==> src/rtl/sadc_pkg.sv <==
// shared constants and types for the successive-approximation converter control
`default_nettype none
package sadc_pkg;

  // ---------------------------------------------------------------
  // register map and field positions
  // ---------------------------------------------------------------
  localparam logic [7:0] RESULT_ADDR = 8'hd0;
  localparam logic [7:0] CTRL_ADDR = 8'hd1;
  localparam int CTRL_IRQ_EN_BIT = 7;
  localparam int CTRL_EOC_BIT = 6;
  localparam int CTRL_START_BIT = 5;
  localparam int CTRL_POWER_BIT = 4;
  localparam logic [7:0] CTRL_RESET = 8'h40;
  localparam logic [3:0] CTRL_UNUSED_READ = 4'h0;
  localparam logic [7:0] RESULT_RESET = 8'h00;
  localparam logic [7:0] READ_IDLE = 8'h00;

  // ---------------------------------------------------------------
  // conversion timing
  // ---------------------------------------------------------------
  localparam int RES_BITS = 8;
  localparam int CLK_DIV = 12;
  localparam int CONV_TIME_NS = 70000;
  localparam int OSC_KHZ = 8000;
  // typical length in divided ticks, rounded down
  localparam int CONV_TICKS = (CONV_TIME_NS * OSC_KHZ) / (CLK_DIV * 1000000);
  localparam int BIT_TICKS = CONV_TICKS / RES_BITS;
  localparam int SETTLE_TICKS = CONV_TICKS - (BIT_TICKS * RES_BITS);
  localparam int CONV_MCLK = CONV_TICKS * CLK_DIV;

  // ---------------------------------------------------------------
  // state carriers
  // ---------------------------------------------------------------
  typedef enum logic [1:0] {
    SADC_IDLE,
    SADC_SETTLE,
    SADC_BITS
  } sadc_phase_e;

  typedef struct packed {
    logic [7:0] code;
    logic [7:0] mask;
  } sadc_sar_s;

  typedef struct packed {
    logic [3:0] cnt;
  } sadc_div_s;

  typedef struct packed {
    sadc_phase_e phase;
    logic [7:0] tcnt;
    logic irq_en;
    logic eoc;
    logic power;
    logic [7:0] result;
    logic [7:0] rdata;
    logic irq;
    logic active;
  } sadc_top_s;

endpackage
`default_nettype wire

==> src/rtl/sadc_ctrl.sv <==
// control, sequencing and register file of the 8-bit converter
// Summary of operation
// - eight-bit result built by successive approximation, one bit per step
// - sequencer timed by the main clock divided by twelve
// - conversion lasts about seventy microseconds at eight megahertz
// - writing start begins a conversion and clears the done flag; here only if power was already on and stays on
// - done flag set at completion; result valid only while it is set
// - one conversion per start, then idle
// - start during a conversion abandons it and begins anew
// - start bit is write-only and reads as zero
// - interrupt request when done flag set and enable bit is one
// - done flag read-only, doubles as interrupt pending
// - power bit one enables converter, zero powers it down
// - converter keeps running in wait; its interrupt wakes the core
// - reset stops conversion, control becomes 40h, interrupt masked
// - result register at d0h is read-only, all eight bits
// - in wait with timer stopped only converter and oscillator run
//
// Local design decision: the strobed register port.
`default_nettype none
module sadc_ctrl #(
  parameter int SETTLE_TICKS = sadc_pkg::SETTLE_TICKS,
  parameter int BIT_TICKS = sadc_pkg::BIT_TICKS
) (
  input wire logic mclk_i,
  input wire logic rst_i,
  input wire logic [7:0] addr_i,
  input wire logic [7:0] wdata_i,
  input wire logic wr_i,
  input wire logic rd_i,
  output logic [7:0] rdata_o,
  input wire logic cmp_i,
  output logic [7:0] dac_o,
  output logic power_o,
  output logic active_o,
  output logic irq_o
);

  // ---------------------------------------------------------------
  // parameter checks and local constants
  // ---------------------------------------------------------------
  if (SETTLE_TICKS < 1 || SETTLE_TICKS > 255 || BIT_TICKS < 1 || BIT_TICKS > 255) begin : g_bad
    $error("tick counts must lie between 1 and 255");
  end

  localparam logic [7:0] SETTLE_LAST = 8'(SETTLE_TICKS - 1);
  localparam logic [7:0] BIT_LAST = 8'(BIT_TICKS - 1);

  sadc_pkg::sadc_top_s state_ff;
  sadc_pkg::sadc_top_s nxt_state;

  logic tick;
  logic ctrl_wr;
  logic start_go;
  logic bit_step;
  logic [7:0] trial;
  logic [7:0] decided;
  logic last_bit;

  // ---------------------------------------------------------------
  // bus decode
  // ---------------------------------------------------------------
  // control readback with write-only and unused bits forced
  function automatic logic [7:0] ctrl_view(input sadc_pkg::sadc_top_s s);
    ctrl_view = '0;
    ctrl_view[sadc_pkg::CTRL_IRQ_EN_BIT] = s.irq_en;
    ctrl_view[sadc_pkg::CTRL_EOC_BIT] = s.eoc;
    ctrl_view[sadc_pkg::CTRL_START_BIT] = 1'b0;
    ctrl_view[sadc_pkg::CTRL_POWER_BIT] = s.power;
    ctrl_view[3:0] = sadc_pkg::CTRL_UNUSED_READ;
  endfunction

  assign ctrl_wr = wr_i && (addr_i == sadc_pkg::CTRL_ADDR);
  // start needs prior power
  // start is honoured only when power was already on and stays on
  assign start_go = ctrl_wr && wdata_i[sadc_pkg::CTRL_START_BIT] && state_ff.power
                    && wdata_i[sadc_pkg::CTRL_POWER_BIT];

  assign bit_step = (state_ff.phase == sadc_pkg::SADC_BITS) && tick
                    && (state_ff.tcnt == BIT_LAST) && !start_go && state_ff.power;

  // ---------------------------------------------------------------
  // leaves
  // ---------------------------------------------------------------
  // divided sequencer clock
  sadc_tick_div #(
    .DIV(sadc_pkg::CLK_DIV)
  ) u_div (
    .mclk_i(mclk_i),
    .rst_i(rst_i),
    .restart_i(start_go),
    .tick_o(tick)
  );

  sadc_sar_step u_sar (
    .mclk_i(mclk_i),
    .rst_i(rst_i),
    .clear_i(start_go),
    .step_i(bit_step),
    .cmp_i(cmp_i),
    .trial_o(trial),
    .decided_o(decided),
    .last_o(last_bit)
  );

  // ---------------------------------------------------------------
  // sequencer and register file
  // ---------------------------------------------------------------
  // one state copy; start outranks completion in the same cycle
  always_comb begin
    nxt_state = state_ff;
    nxt_state.rdata = sadc_pkg::READ_IDLE;
    if (ctrl_wr) begin
      nxt_state.irq_en = wdata_i[sadc_pkg::CTRL_IRQ_EN_BIT];
      nxt_state.power = wdata_i[sadc_pkg::CTRL_POWER_BIT];
    end
    unique case (state_ff.phase)
      sadc_pkg::SADC_IDLE: begin
        nxt_state.tcnt = 8'h00;
      end
      sadc_pkg::SADC_SETTLE: begin
        if (tick) begin
          if (state_ff.tcnt == SETTLE_LAST) begin
            nxt_state.phase = sadc_pkg::SADC_BITS;
            nxt_state.tcnt = 8'h00;
          end else begin
            nxt_state.tcnt = state_ff.tcnt + 8'h01;
          end
        end
      end
      sadc_pkg::SADC_BITS: begin
        if (tick) begin
          if (state_ff.tcnt == BIT_LAST) begin
            nxt_state.tcnt = 8'h00;
          end else begin
            nxt_state.tcnt = state_ff.tcnt + 8'h01;
          end
        end
        if (bit_step && last_bit) begin
          nxt_state.phase = sadc_pkg::SADC_IDLE;
          nxt_state.eoc = 1'b1;
          nxt_state.result = decided;
        end
      end
      default: begin
        nxt_state.phase = sadc_pkg::SADC_IDLE;
      end
    endcase
    if (!nxt_state.power) begin
      nxt_state.phase = sadc_pkg::SADC_IDLE;
      nxt_state.tcnt = 8'h00;
    end
    if (start_go) begin
      nxt_state.phase = sadc_pkg::SADC_SETTLE;
      nxt_state.tcnt = 8'h00;
      nxt_state.eoc = 1'b0;
    end
    if (rd_i) begin
      if (addr_i == sadc_pkg::CTRL_ADDR) begin
        nxt_state.rdata = ctrl_view(state_ff);
      end else if (addr_i == sadc_pkg::RESULT_ADDR) begin
        nxt_state.rdata = state_ff.result;
      end
    end
    nxt_state.irq = nxt_state.irq_en && nxt_state.eoc;
    nxt_state.active = nxt_state.phase != sadc_pkg::SADC_IDLE;
  end

  always_ff @(posedge mclk_i or posedge rst_i) begin
    if (rst_i) begin
      state_ff.phase <= sadc_pkg::SADC_IDLE;
      state_ff.tcnt <= 8'h00;
      state_ff.irq_en <= sadc_pkg::CTRL_RESET[sadc_pkg::CTRL_IRQ_EN_BIT];
      state_ff.eoc <= sadc_pkg::CTRL_RESET[sadc_pkg::CTRL_EOC_BIT];
      state_ff.power <= sadc_pkg::CTRL_RESET[sadc_pkg::CTRL_POWER_BIT];
      state_ff.result <= sadc_pkg::RESULT_RESET;
      state_ff.rdata <= sadc_pkg::READ_IDLE;
      state_ff.irq <= 1'b0;
      state_ff.active <= 1'b0;
    end else begin
      state_ff <= nxt_state;
    end
  end

  // ---------------------------------------------------------------
  // outputs
  // ---------------------------------------------------------------
  // dac code comes from the sar flip-flops, power and flags from ours
  assign rdata_o = state_ff.rdata;
  assign dac_o = trial;
  assign power_o = state_ff.power;
  assign active_o = state_ff.active;
  assign irq_o = state_ff.irq;

  // ---------------------------------------------------------------
  // checks
  // ---------------------------------------------------------------
  localparam logic [15:0] CONV_LEN = 16'(sadc_pkg::CLK_DIV * (SETTLE_TICKS + 8 * BIT_TICKS));

  // helper: cycles spent since the last accepted start
  logic [15:0] run_cnt_ff;
  always_ff @(posedge mclk_i or posedge rst_i) begin
    if (rst_i) begin
      run_cnt_ff <= 16'h0000;
    end else if (start_go) begin
      run_cnt_ff <= 16'h0000;
    end else if (state_ff.active && run_cnt_ff != 16'hffff) begin
      run_cnt_ff <= run_cnt_ff + 16'h0001;
    end
  end
endmodule
`default_nettype wire

==> src/rtl/sadc_tick_div.sv <==
// divide-by-n tick generator for the conversion sequencer
`default_nettype none
module sadc_tick_div #(
  parameter int DIV = sadc_pkg::CLK_DIV
) (
  input wire logic mclk_i,
  input wire logic rst_i,
  input wire logic restart_i,
  output logic tick_o
);

  // ---------------------------------------------------------------
  // state
  // ---------------------------------------------------------------
  localparam logic [3:0] LAST = 4'(DIV - 1);
  sadc_pkg::sadc_div_s state_ff;
  sadc_pkg::sadc_div_s nxt_state;

  if (DIV < 2 || DIV > 16) begin : g_bad_div
    $error("divider must lie between 2 and 16");
  end

  // restart realigns the phase so every conversion has the same length
  always_comb begin
    nxt_state = state_ff;
    if (restart_i || state_ff.cnt == LAST) begin
      nxt_state.cnt = 4'h0;
    end else begin
      nxt_state.cnt = state_ff.cnt + 4'h1;
    end
  end

  always_ff @(posedge mclk_i or posedge rst_i) begin
    if (rst_i) begin
      state_ff <= '0;
    end else begin
      state_ff <= nxt_state;
    end
  end

  // one-cycle tick at the end of each divided period
  assign tick_o = (state_ff.cnt == LAST) && !restart_i;

endmodule
`default_nettype wire

==> src/rtl/sadc_sar_step.sv <==
// successive approximation register, most significant bit first
`default_nettype none
module sadc_sar_step (
  input wire logic mclk_i,
  input wire logic rst_i,
  input wire logic clear_i,
  input wire logic step_i,
  input wire logic cmp_i,
  output logic [7:0] trial_o,
  output logic [7:0] decided_o,
  output logic last_o
);

  // ---------------------------------------------------------------
  // state
  // ---------------------------------------------------------------
  localparam logic [7:0] FIRST = 8'h80;
  sadc_pkg::sadc_sar_s state_ff;
  sadc_pkg::sadc_sar_s nxt_state;

  // keep the trial bit when the input is at or above the trial level
  function automatic logic [7:0] decide(input logic [7:0] code, input logic [7:0] mask,
                                        input logic keep);
    decide = keep ? code : (code & ~mask);
  endfunction

  // clear loads mid-scale; each step fixes one bit and tries the next
  always_comb begin
    nxt_state = state_ff;
    if (clear_i) begin
      nxt_state.code = FIRST;
      nxt_state.mask = FIRST;
    end else if (step_i) begin
      nxt_state.code = decide(state_ff.code, state_ff.mask, cmp_i) | (state_ff.mask >> 1);
      nxt_state.mask = state_ff.mask >> 1;
    end
  end

  always_ff @(posedge mclk_i or posedge rst_i) begin
    if (rst_i) begin
      state_ff <= '0;
    end else begin
      state_ff <= nxt_state;
    end
  end

  assign trial_o = state_ff.code;
  assign decided_o = decide(state_ff.code, state_ff.mask, cmp_i);
  assign last_o = state_ff.mask[0];

endmodule
`default_nettype wire

==> config.mk <==
export PLATFORM = sky130hd
export DESIGN_NAME = sadc_ctrl
export DESIGN_NICKNAME = d
export VERILOG_FILES = /design/src/rtl/sadc_pkg.sv /design/src/rtl/sadc_ctrl.sv /design/src/rtl/sadc_tick_div.sv /design/src/rtl/sadc_sar_step.sv
export SDC_FILE = /design/constraint.sdc
export NUM_CORES = 1
export LEC_CHECK = 0
export BUFFER_PORTS_ARGS = -buffer_cell sky130_fd_sc_hd__clkbuf_2
export CELL_PAD_IN_SITES_DETAIL_PLACEMENT = 0
export CELL_PAD_IN_SITES_GLOBAL_PLACEMENT = 1
export CORE_UTILIZATION = 45
export CTS_CLUSTER_DIAMETER = 120
export DETAILED_ROUTE_END_ITERATION = 8
export PLACE_DENSITY_LB_ADDON = 0.12
export SLEW_MARGIN = 5
export SYNTH_ARGS = -nofsm -noshare
export SYNTH_HDL_FRONTEND = slang
export SYNTH_HIERARCHICAL = 1
export SYNTH_SLANG_ARGS = --single-unit
==> constraint.sdc <==
create_clock -name mclk_i -period 4 [get_ports mclk_i]
set_input_delay 0.2 -clock mclk_i [delete_from_list [all_inputs] [get_ports mclk_i]]
set_output_delay 0.2 -clock mclk_i [all_outputs]
set_load 0.005 [all_outputs]
==> results of run 1 <==
## per-layer routing
metal  up-vias  global-route usage (%)  share of wire, %
li1        949                       -                 -
met1       952                    25.4                50
met2        41                    27.2                45
met3         5                    4.00               4.0
met4         0                    4.82               1.0
met5         -                       0                 0
## layout make-up
type | instances | share of cell area (%)
repair buffers | 38 | 6.80
multi-input cells | 173 | 41.7
well taps | 75 | 3.15
clock buffers | 5 | 2.31
inverters | 13 | 1.64
clock inverters | 3 | 1.55
flip-flops and latches | 51 | 42.8
## layout by cell type (no fill, tap or decap), types with 5 or more instances in the layout
| cell type | synthesis | routed |
|---|---|---|
| a21boi_0 | 8 | 8 |
| a21oi_1 | 18 | 18 |
| a311oi_2 | 7 | 7 |
| and2_1 | 8 | 8 |
| clkbuf_2 | 0 | 34 |
| clkbuf_8 | 0 | 5 |
| dfrtp_1 | 50 | 50 |
| ha_1 | 8 | 8 |
| inv_1 | 13 | 13 |
| mux2_2 | 9 | 9 |
| nand2_1 | 19 | 19 |
| nand2b_1 | 9 | 9 |
| nand3_1 | 6 | 6 |
| nand4b_1 | 5 | 5 |
| nor2_1 | 17 | 17 |
| nor3_1 | 5 | 5 |
## power by group
| part | internal [mW] | total, mW | switching, mW |
|---|---|---|---|
| clock | 0.189 | 0.367 | 0.179 |
| combinational | 0.0168 | 0.0406 | 0.0238 |
| sequential | 0.521 | 0.528 | 0.00710 |
| total | 0.726 | 0.936 | 0.210 |
## per-stage QoR
stage | power, mW | hold slack, ps | setup WS [ps]
5_1_grt | 0.976 | 140 | 789
3_3_place_gp | 0.577 | 116 | 1200
2_1_floorplan | 0.560 | -33.9 | 1530
4_1_cts | 0.950 | 145 | 1160
6_report | 0.936 | 153 | 1190
3_5_place_dp | 0.578 | 115 | 1210
## what timing repair did
item | 4_1_cts | 5_1_grt
hold buffers | 1 | 0
hold endpoints to repair | 41 | 0
endpoints found under the setup margin | 0 | 0
## registers in the layout, indices dropped and copies added (netlist names)
name            flops
u_sar/trial_o       8
state_ff           20
u_sar/state_ff      7
power_o             1
active_o            1
u_div/state_ff      4
irq_o               1
rdata_o             8
u_sar/last_o        1
## cell families after synthesis
group	after synthesis
xor gates and xnor gates	4
DFF	51
AOI/OAI and AO/OA	59
buffers and inverters	36
adders and majority gates	8
muxes	13
and+or+nand+nor	89
## worst max-delay path, stage by stage, from the launching register on
cell and delay [ps]:
dfrtp_1 480, nand4_1 100, or4_1 210, inv_1 80, nor2_1 300, nand2b_1 170, nor3_1 300, and2_1 470
buf_4 260, nand2_1 90, a311oi_2 250
## worst paths after layout
check,cells past startpoint,endpoint,slack [ps],from
worst min register to register,1,rdata_o[2]$_DFF_PP0_,480,state_ff[12]$_DFFE_PP0P_
min in group asynchronous,3,u_div/state_ff[2]$_DFF_PP0_,340,rst_i
worst max register to register,10,u_sar/trial_o[6]$_DFFE_PP0P_,1190,power_o$_DFF_PP0_
worst min-delay path,2,state_ff[20]$_DFF_PP0_,150,wdata_i[7]
max in group asynchronous,3,u_sar/trial_o[6]$_DFFE_PP0P_,3050,rst_i
worst max-delay path,10,u_sar/trial_o[6]$_DFFE_PP0P_,1190,power_o$_DFF_PP0_
==> flow_metrics.py, run 1 <==
metrics = {
    "logic_synthesis": {
        "synth_cell_types": 48,
        "syn-cell-area_mm2": 0.00274,
        "synth_most_common_cell": "dfrtp_1",
        "synth_cells": 260,
        "yosys.area.top_type_share_pct": 45.7,
        "synth_top_flop_cell": "dfrtp_1",
        "async_flop_share_pct": 100,
        "yosysWarnings": 6,
        "yosysTopAreaCell": "dfrtp_1",
        "synth_top_family_by_area": "simple AND/OR/NAND/NOR gates",
        "synth_fa_ha_area_share_pct": 3.66,
        "synthTopCellsByArea": "dfrtp_1 (46%), buf_4 (4.4%), a311oi_2 (3.8%)",
        "yosys-top-cells-count": "dfrtp_1 (50), nand2_1 (19), a21oi_1 (18), nor2_1 (17), buf_4 (16)",
        "synth_simple_gate_area_share_pct": 18.0,
        "synth_seq_cells": 51,
        "ys_seq_area_share_pct": 46.7,
        "synthesis.nets": 289,
        "synth_compound_area_share_pct": 17.4,
        "synthXorXnorAreaFrac_pct": 1.28,
        "synth_mux_area_share_pct": 5.17,
        "synth_edf_count": 0,
        "avgSynthCellArea_um2": 10.5,
    },
    "timing": {
        "hold_viol_final": 0,
        "max_freq_mhz": 356,
        "final-setup-viol-count": 0,
        "worstMarginPinSlew_ps": 686,
        "finClkSkew_ps": 14.5,
        "min_period_ps": 2810,
        "fin_crit_sh_pct": 70.2,
        "timing.setup.tns_ps": 0,
        "max_slew_margin_pct": 54.2,
        "drv_slew": 0,
        "rsz0062_at_grt": "no",
    },
    "place": {
        "placed_cell_area_mm2": 0.00286,
        "dp.final_hpwl_um": 3760,
        "place_congestion": 0.710,
        "placed_cells": 349,
        "io_buffer_count": 34,
    },
    "layout": {
        "fill_cells": 559,
        "utilization_pct": 50.7,
        "layout.cells.non_filler": 358,
        "multi_input_area_mm2": 0.00124,
        "fin_nets": 311,
        "diodes": 0,
        "ff_latch_area_mm2": 0.00128,
        "area_delta_synth_final_pct": 9.01,
        "drive_gt1_share_pct": 24.4,
        "final_area_mm2": 0.00298,
    },
    "global_route": {
        "grt_pass1_wl_um": 8740,
        "overflow": 0,
        "antenna_found_initial": 0,
        "grt_pass1_vias": 1796,
        "grt_usage_pct": 17.9,
        "grt_max_degree": 32,
    },
    "clock_tree": {
        "clock_sinks": 51,
        "clk_pin_slew_ps": 90,
        "cts_setup_buffers": 0,
        "cts-root-buf": "clkbuf_8",
        "clock_path_buffers": 2,
        "cts_tree": "built",
        "cts_resized": 0,
        "worstSkewPairLatency_ps": 310,
        "h-tree-depth": 2,
        "cts_buffers": 5,
    },
    "drt": {
        "antenna_left": 0,
        "drtPass1Iterations": 4,
        "vias_per_cell": 5.44,
        "wl_per_cell_um": 14.8,
        "vias": 1947,
        "wl_um": 5290,
        "first_iter_violations": 93,
        "drc": 0,
    },
    "status": {
        "status": "finished clean",
    },
    "floorplan": {
        "core_area_mm2": 0.00589,
        "fp.dieH_um": 80.0,
        "die_w_um": 80.0,
        "initial_utilization_pct": 46.5,
        "rows": 28,
        "die_area_mm2": 0.00639,
        "ios": 40,
    },
    "worst_setup_path": {
        "path_class": "register to register",
        "critPathCaptureType": "register",
        "required_ps": 4210,
        "worst-path-max-fanout": 13,
        "start_kind": "register",
        "worstPathArrival_ps": 3010,
    },
    "hold_path": {
        "hp-class": "primary input to register",
    },
    "run": {
        "cap_violations": 0,
    },
    "pwr": {
        "leakage_nw": 1.42,
        "cellPowerDensity_mw_per_mm2": 314,
        "ir_drop_uv": 178,
    },
}
Note: power is estimated with default switching activity, not from simulation.
==> run 2, diff against run 1 <==
- ABC_AREA: not set -> 1
- CORE_UTILIZATION: 45 -> 39
- clock period: 4 -> 2.5 ns (I/O delays scaled with it)
==> flow_metrics.py, run 2 <==
metrics = {
    "drt": {
        "top_layer": "met4",
        "antenna_left": 0,
        "drc": 0,
        "drtPass1Iterations": 4,
        "met1_length_um": 2750,
        "wl_per_cell_um": 11.6,
        "first_iter_violations": 65,
        "vias_per_cell": 4.45,
        "dr_wl_met2_um": 2110,
        "vias": 1959,
        "wl_met3_um": 196,
        "wl_um": 5100,
    },
    "logic_synthesis": {
        "avgSynthCellArea_um2": 8.71,
        "syn-cell-area_mm2": 0.00274,
        "ys_seq_area_share_pct": 46.6,
        "synth_cell_types": 36,
        "synth_top_flop_cell": "dfrtp_1",
        "synthXorXnorAreaFrac_pct": 0.958,
        "synth_edf_count": 0,
        "synth_seq_cells": 51,
        "synth_cells": 315,
        "synth_fa_ha_area_share_pct": 3.65,
        "synth_most_common_cell": "nand2_1",
        "synthTopCellsByArea": "dfrtp_1 (46%), nand2_1 (11%), inv_1 (5.2%)",
        "yosys-top-cells-count": "nand2_1 (79), dfrtp_1 (50), inv_1 (38), nor2_1 (22), nand3_1 (21)",
        "async_flop_share_pct": 100,
        "yosysWarnings": 6,
        "synth_simple_gate_area_share_pct": 28.0,
        "synth_top_family_by_area": "simple AND/OR/NAND/NOR gates",
        "yosysTopAreaCell": "dfrtp_1",
        "synthesis.nets": 344,
        "synth_mux_area_share_pct": 3.28,
        "yosys.area.top_type_share_pct": 45.6,
        "synth_compound_area_share_pct": 6.52,
    },
    "worst_setup_path": {
        "path_class": "register to register",
        "worstSetupStartpoint": "u_div/state_ff[0]$_DFF_PP0_",
        "reg2regPathDepth": 10,
        "start_kind": "register",
        "cpPeakStageDelay_ps": 400,
        "r2r-start": "u_div/state_ff[0]$_DFF_PP0_",
        "r2r_setup_slack_ps": 380,
        "critPathCaptureType": "register",
        "required_ps": 2700,
        "cpMaxStageDelayCell": "dfrtp_1",
        "worst-path-max-fanout": 10,
        "regToRegEndpoint": "active_o$_DFF_PP0_",
        "crit_end": "active_o$_DFF_PP0_",
        "crit_chain": "ha_1 > nand3_2 > nor2_1 > nand3_1 > nor3_2 > nand3_2 > nand2_2 > nand2_1 > a21oi_2 > nand2_1",
        "worstPathArrival_ps": 2320,
    },
    "global_route": {
        "overflow": 0,
        "grt_pass1_vias": 1839,
        "antenna_found_initial": 0,
        "grt_usage_pct": 15.2,
        "grt_pass1_wl_um": 8760,
        "grt_max_degree": 32,
    },
    "timing": {
        "rsz0062_at_grt": "no",
        "fin_crit_sh_pct": 84.8,
        "worst_slack_ps": 379,
        "worstMarginPinSlew_ps": 619,
        "hold_viol_final": 0,
        "min_period_ps": 2120,
        "drv_slew": 0,
        "max_freq_mhz": 472,
        "max_slew_margin_pct": 58.7,
        "finClkSkew_ps": 5.22,
        "timing.setup.tns_ps": 0,
        "final-setup-viol-count": 0,
    },
    "place": {
        "io_buffer_count": 34,
        "dp.final_hpwl_um": 3790,
        "place_congestion": 0.754,
        "place_ws_ps": 333,
    },
    "clock_tree": {
        "clock_sinks": 51,
        "worstSkewPairLatency_ps": 300,
        "cts_buffers": 5,
        "clock_path_buffers": 2,
        "clk_pin_slew_ps": 100,
        "h-tree-depth": 2,
        "cts_tree": "built",
        "cts-root-buf": "clkbuf_8",
        "cts_resized": 0,
    },
    "layout": {
        "area_delta_synth_final_pct": 11.3,
        "largest-register": "state_ff",
        "drive_gt1_share_pct": 26.2,
        "fill_cells": 691,
        "fin_nets": 372,
        "layout_common_cells": "nand2_1 (79), dfrtp_1 (50), inv_1 (38)",
        "largest_reg_flops": 20,
        "diodes": 0,
        "layout_commonest_cell": "nand2_1",
    },
    "pwr": {
        "ir_drop_uv": 231,
        "cellPowerDensity_mw_per_mm2": 497,
        "leakage_nw": 1.66,
    },
    "status": {
        "status": "finished clean",
    },
    "floorplan": {
        "die_w_um": 85.9,
        "fp.dieH_um": 85.9,
        "rows": 30,
        "core_area_mm2": 0.00679,
        "die_area_mm2": 0.00738,
        "ios": 40,
        "initial_utilization_pct": 40.4,
    },
    "run": {
        "cap_violations": 0,
    },
    "hold_path": {
        "hp-class": "primary input to register",
    },
}
==> run 2: logic make-up (layout without fill, tap and decap cells) <==
| kind of cell | after synthesis | after routing |
|---|---|---|
| AO/OA/AOI/OAI | 27 | 27 |
| XOR/XNOR | 3 | 3 |
| adder cells (fa/ha/maj) | 8 | 8 |
| buffers and inverters | 62 | 91 |
| flip-flops | 51 | 51 |
| multiplexers | 8 | 8 |
| AND/OR/NAND/NOR | 156 | 156 |
==> run 2: stage by stage <==
step	util, %	instances	area (um2)	hold WS, ps	total power [mW]
floorplan	-	315	2740	-109	0.917
global placement	43.1	431	2930	18.1	0.949
detailed placement	43.1	431	2930	19.7	0.949
CTS	44.9	440	3050	62.3	1.55
global route	44.9	440	3050	70.3	1.59
finish	44.9	440	3050	69.5	1.52
==> run 2: routing by layer <==
metal | global-route usage (%) | vias to the layer above
li1 | - | 1032
met1 | 22.6 | 888
met2 | 22.2 | 34
met3 | 3.27 | 5
met4 | 4.55 | 0
met5 | 0 | -
==> run 2: power breakdown <==
part | switching [mW] | total [mW] | internal [mW]
clock | 0.284 | 0.586 | 0.302
combinational | 0.0529 | 0.0825 | 0.0296
sequential | 0.0116 | 0.849 | 0.838
total | 0.348 | 1.52 | 1.17
==> run 2: how the worst min path moves through the flow <==
| stage | slack (ps) | end | from | cells past startpoint |
|---|---|---|---|---|
| floorplan | -110 | u_div/state_ff[0]$_DFF_PP0_ | rst_i | 1 |
| global placement | 20 | u_div/state_ff[2]$_DFF_PP0_ | rst_i | 2 |
| detailed placement | 20 | u_div/state_ff[2]$_DFF_PP0_ | rst_i | 2 |
| CTS | 60 | rdata_o[7]$_DFF_PP0_ | rd_i | 3 |
| global route | 70 | rdata_o[4]$_DFF_PP0_ | rd_i | 3 |
| finish | 70 | rdata_o[7]$_DFF_PP0_ | rd_i | 3 |
==> run 2: what timing repair did <==
item | 4_1_cts | 5_1_grt
setup buffers | 0 | 0
endpoints found under the hold margin | 50 | 0
endpoints found under the setup margin | 0 | 0
hold buffers | 1 | 0
==> run 2: final cells by class <==
class / count / area, um2 / area share, %
repair buffers: 39 / 210 / 6.89
clock inverters: 3 / 46.3 / 1.52
inverters: 44 / 166 / 5.45
clock buffers: 5 / 68.8 / 2.25
multi-input cells: 202 / 1160 / 38.1
flip-flops and latches: 51 / 1280 / 41.8
well taps: 96 / 120 / 3.93
==> run 2: worst max-delay path, delay by kind of cell (launching register included) <==
family / cells / cell delay, ps
and+or+nand+nor: 8 / 1240
DFF: 1 / 400
AOI/OAI and AO/OA: 1 / 160
adders and majority gates: 1 / 220
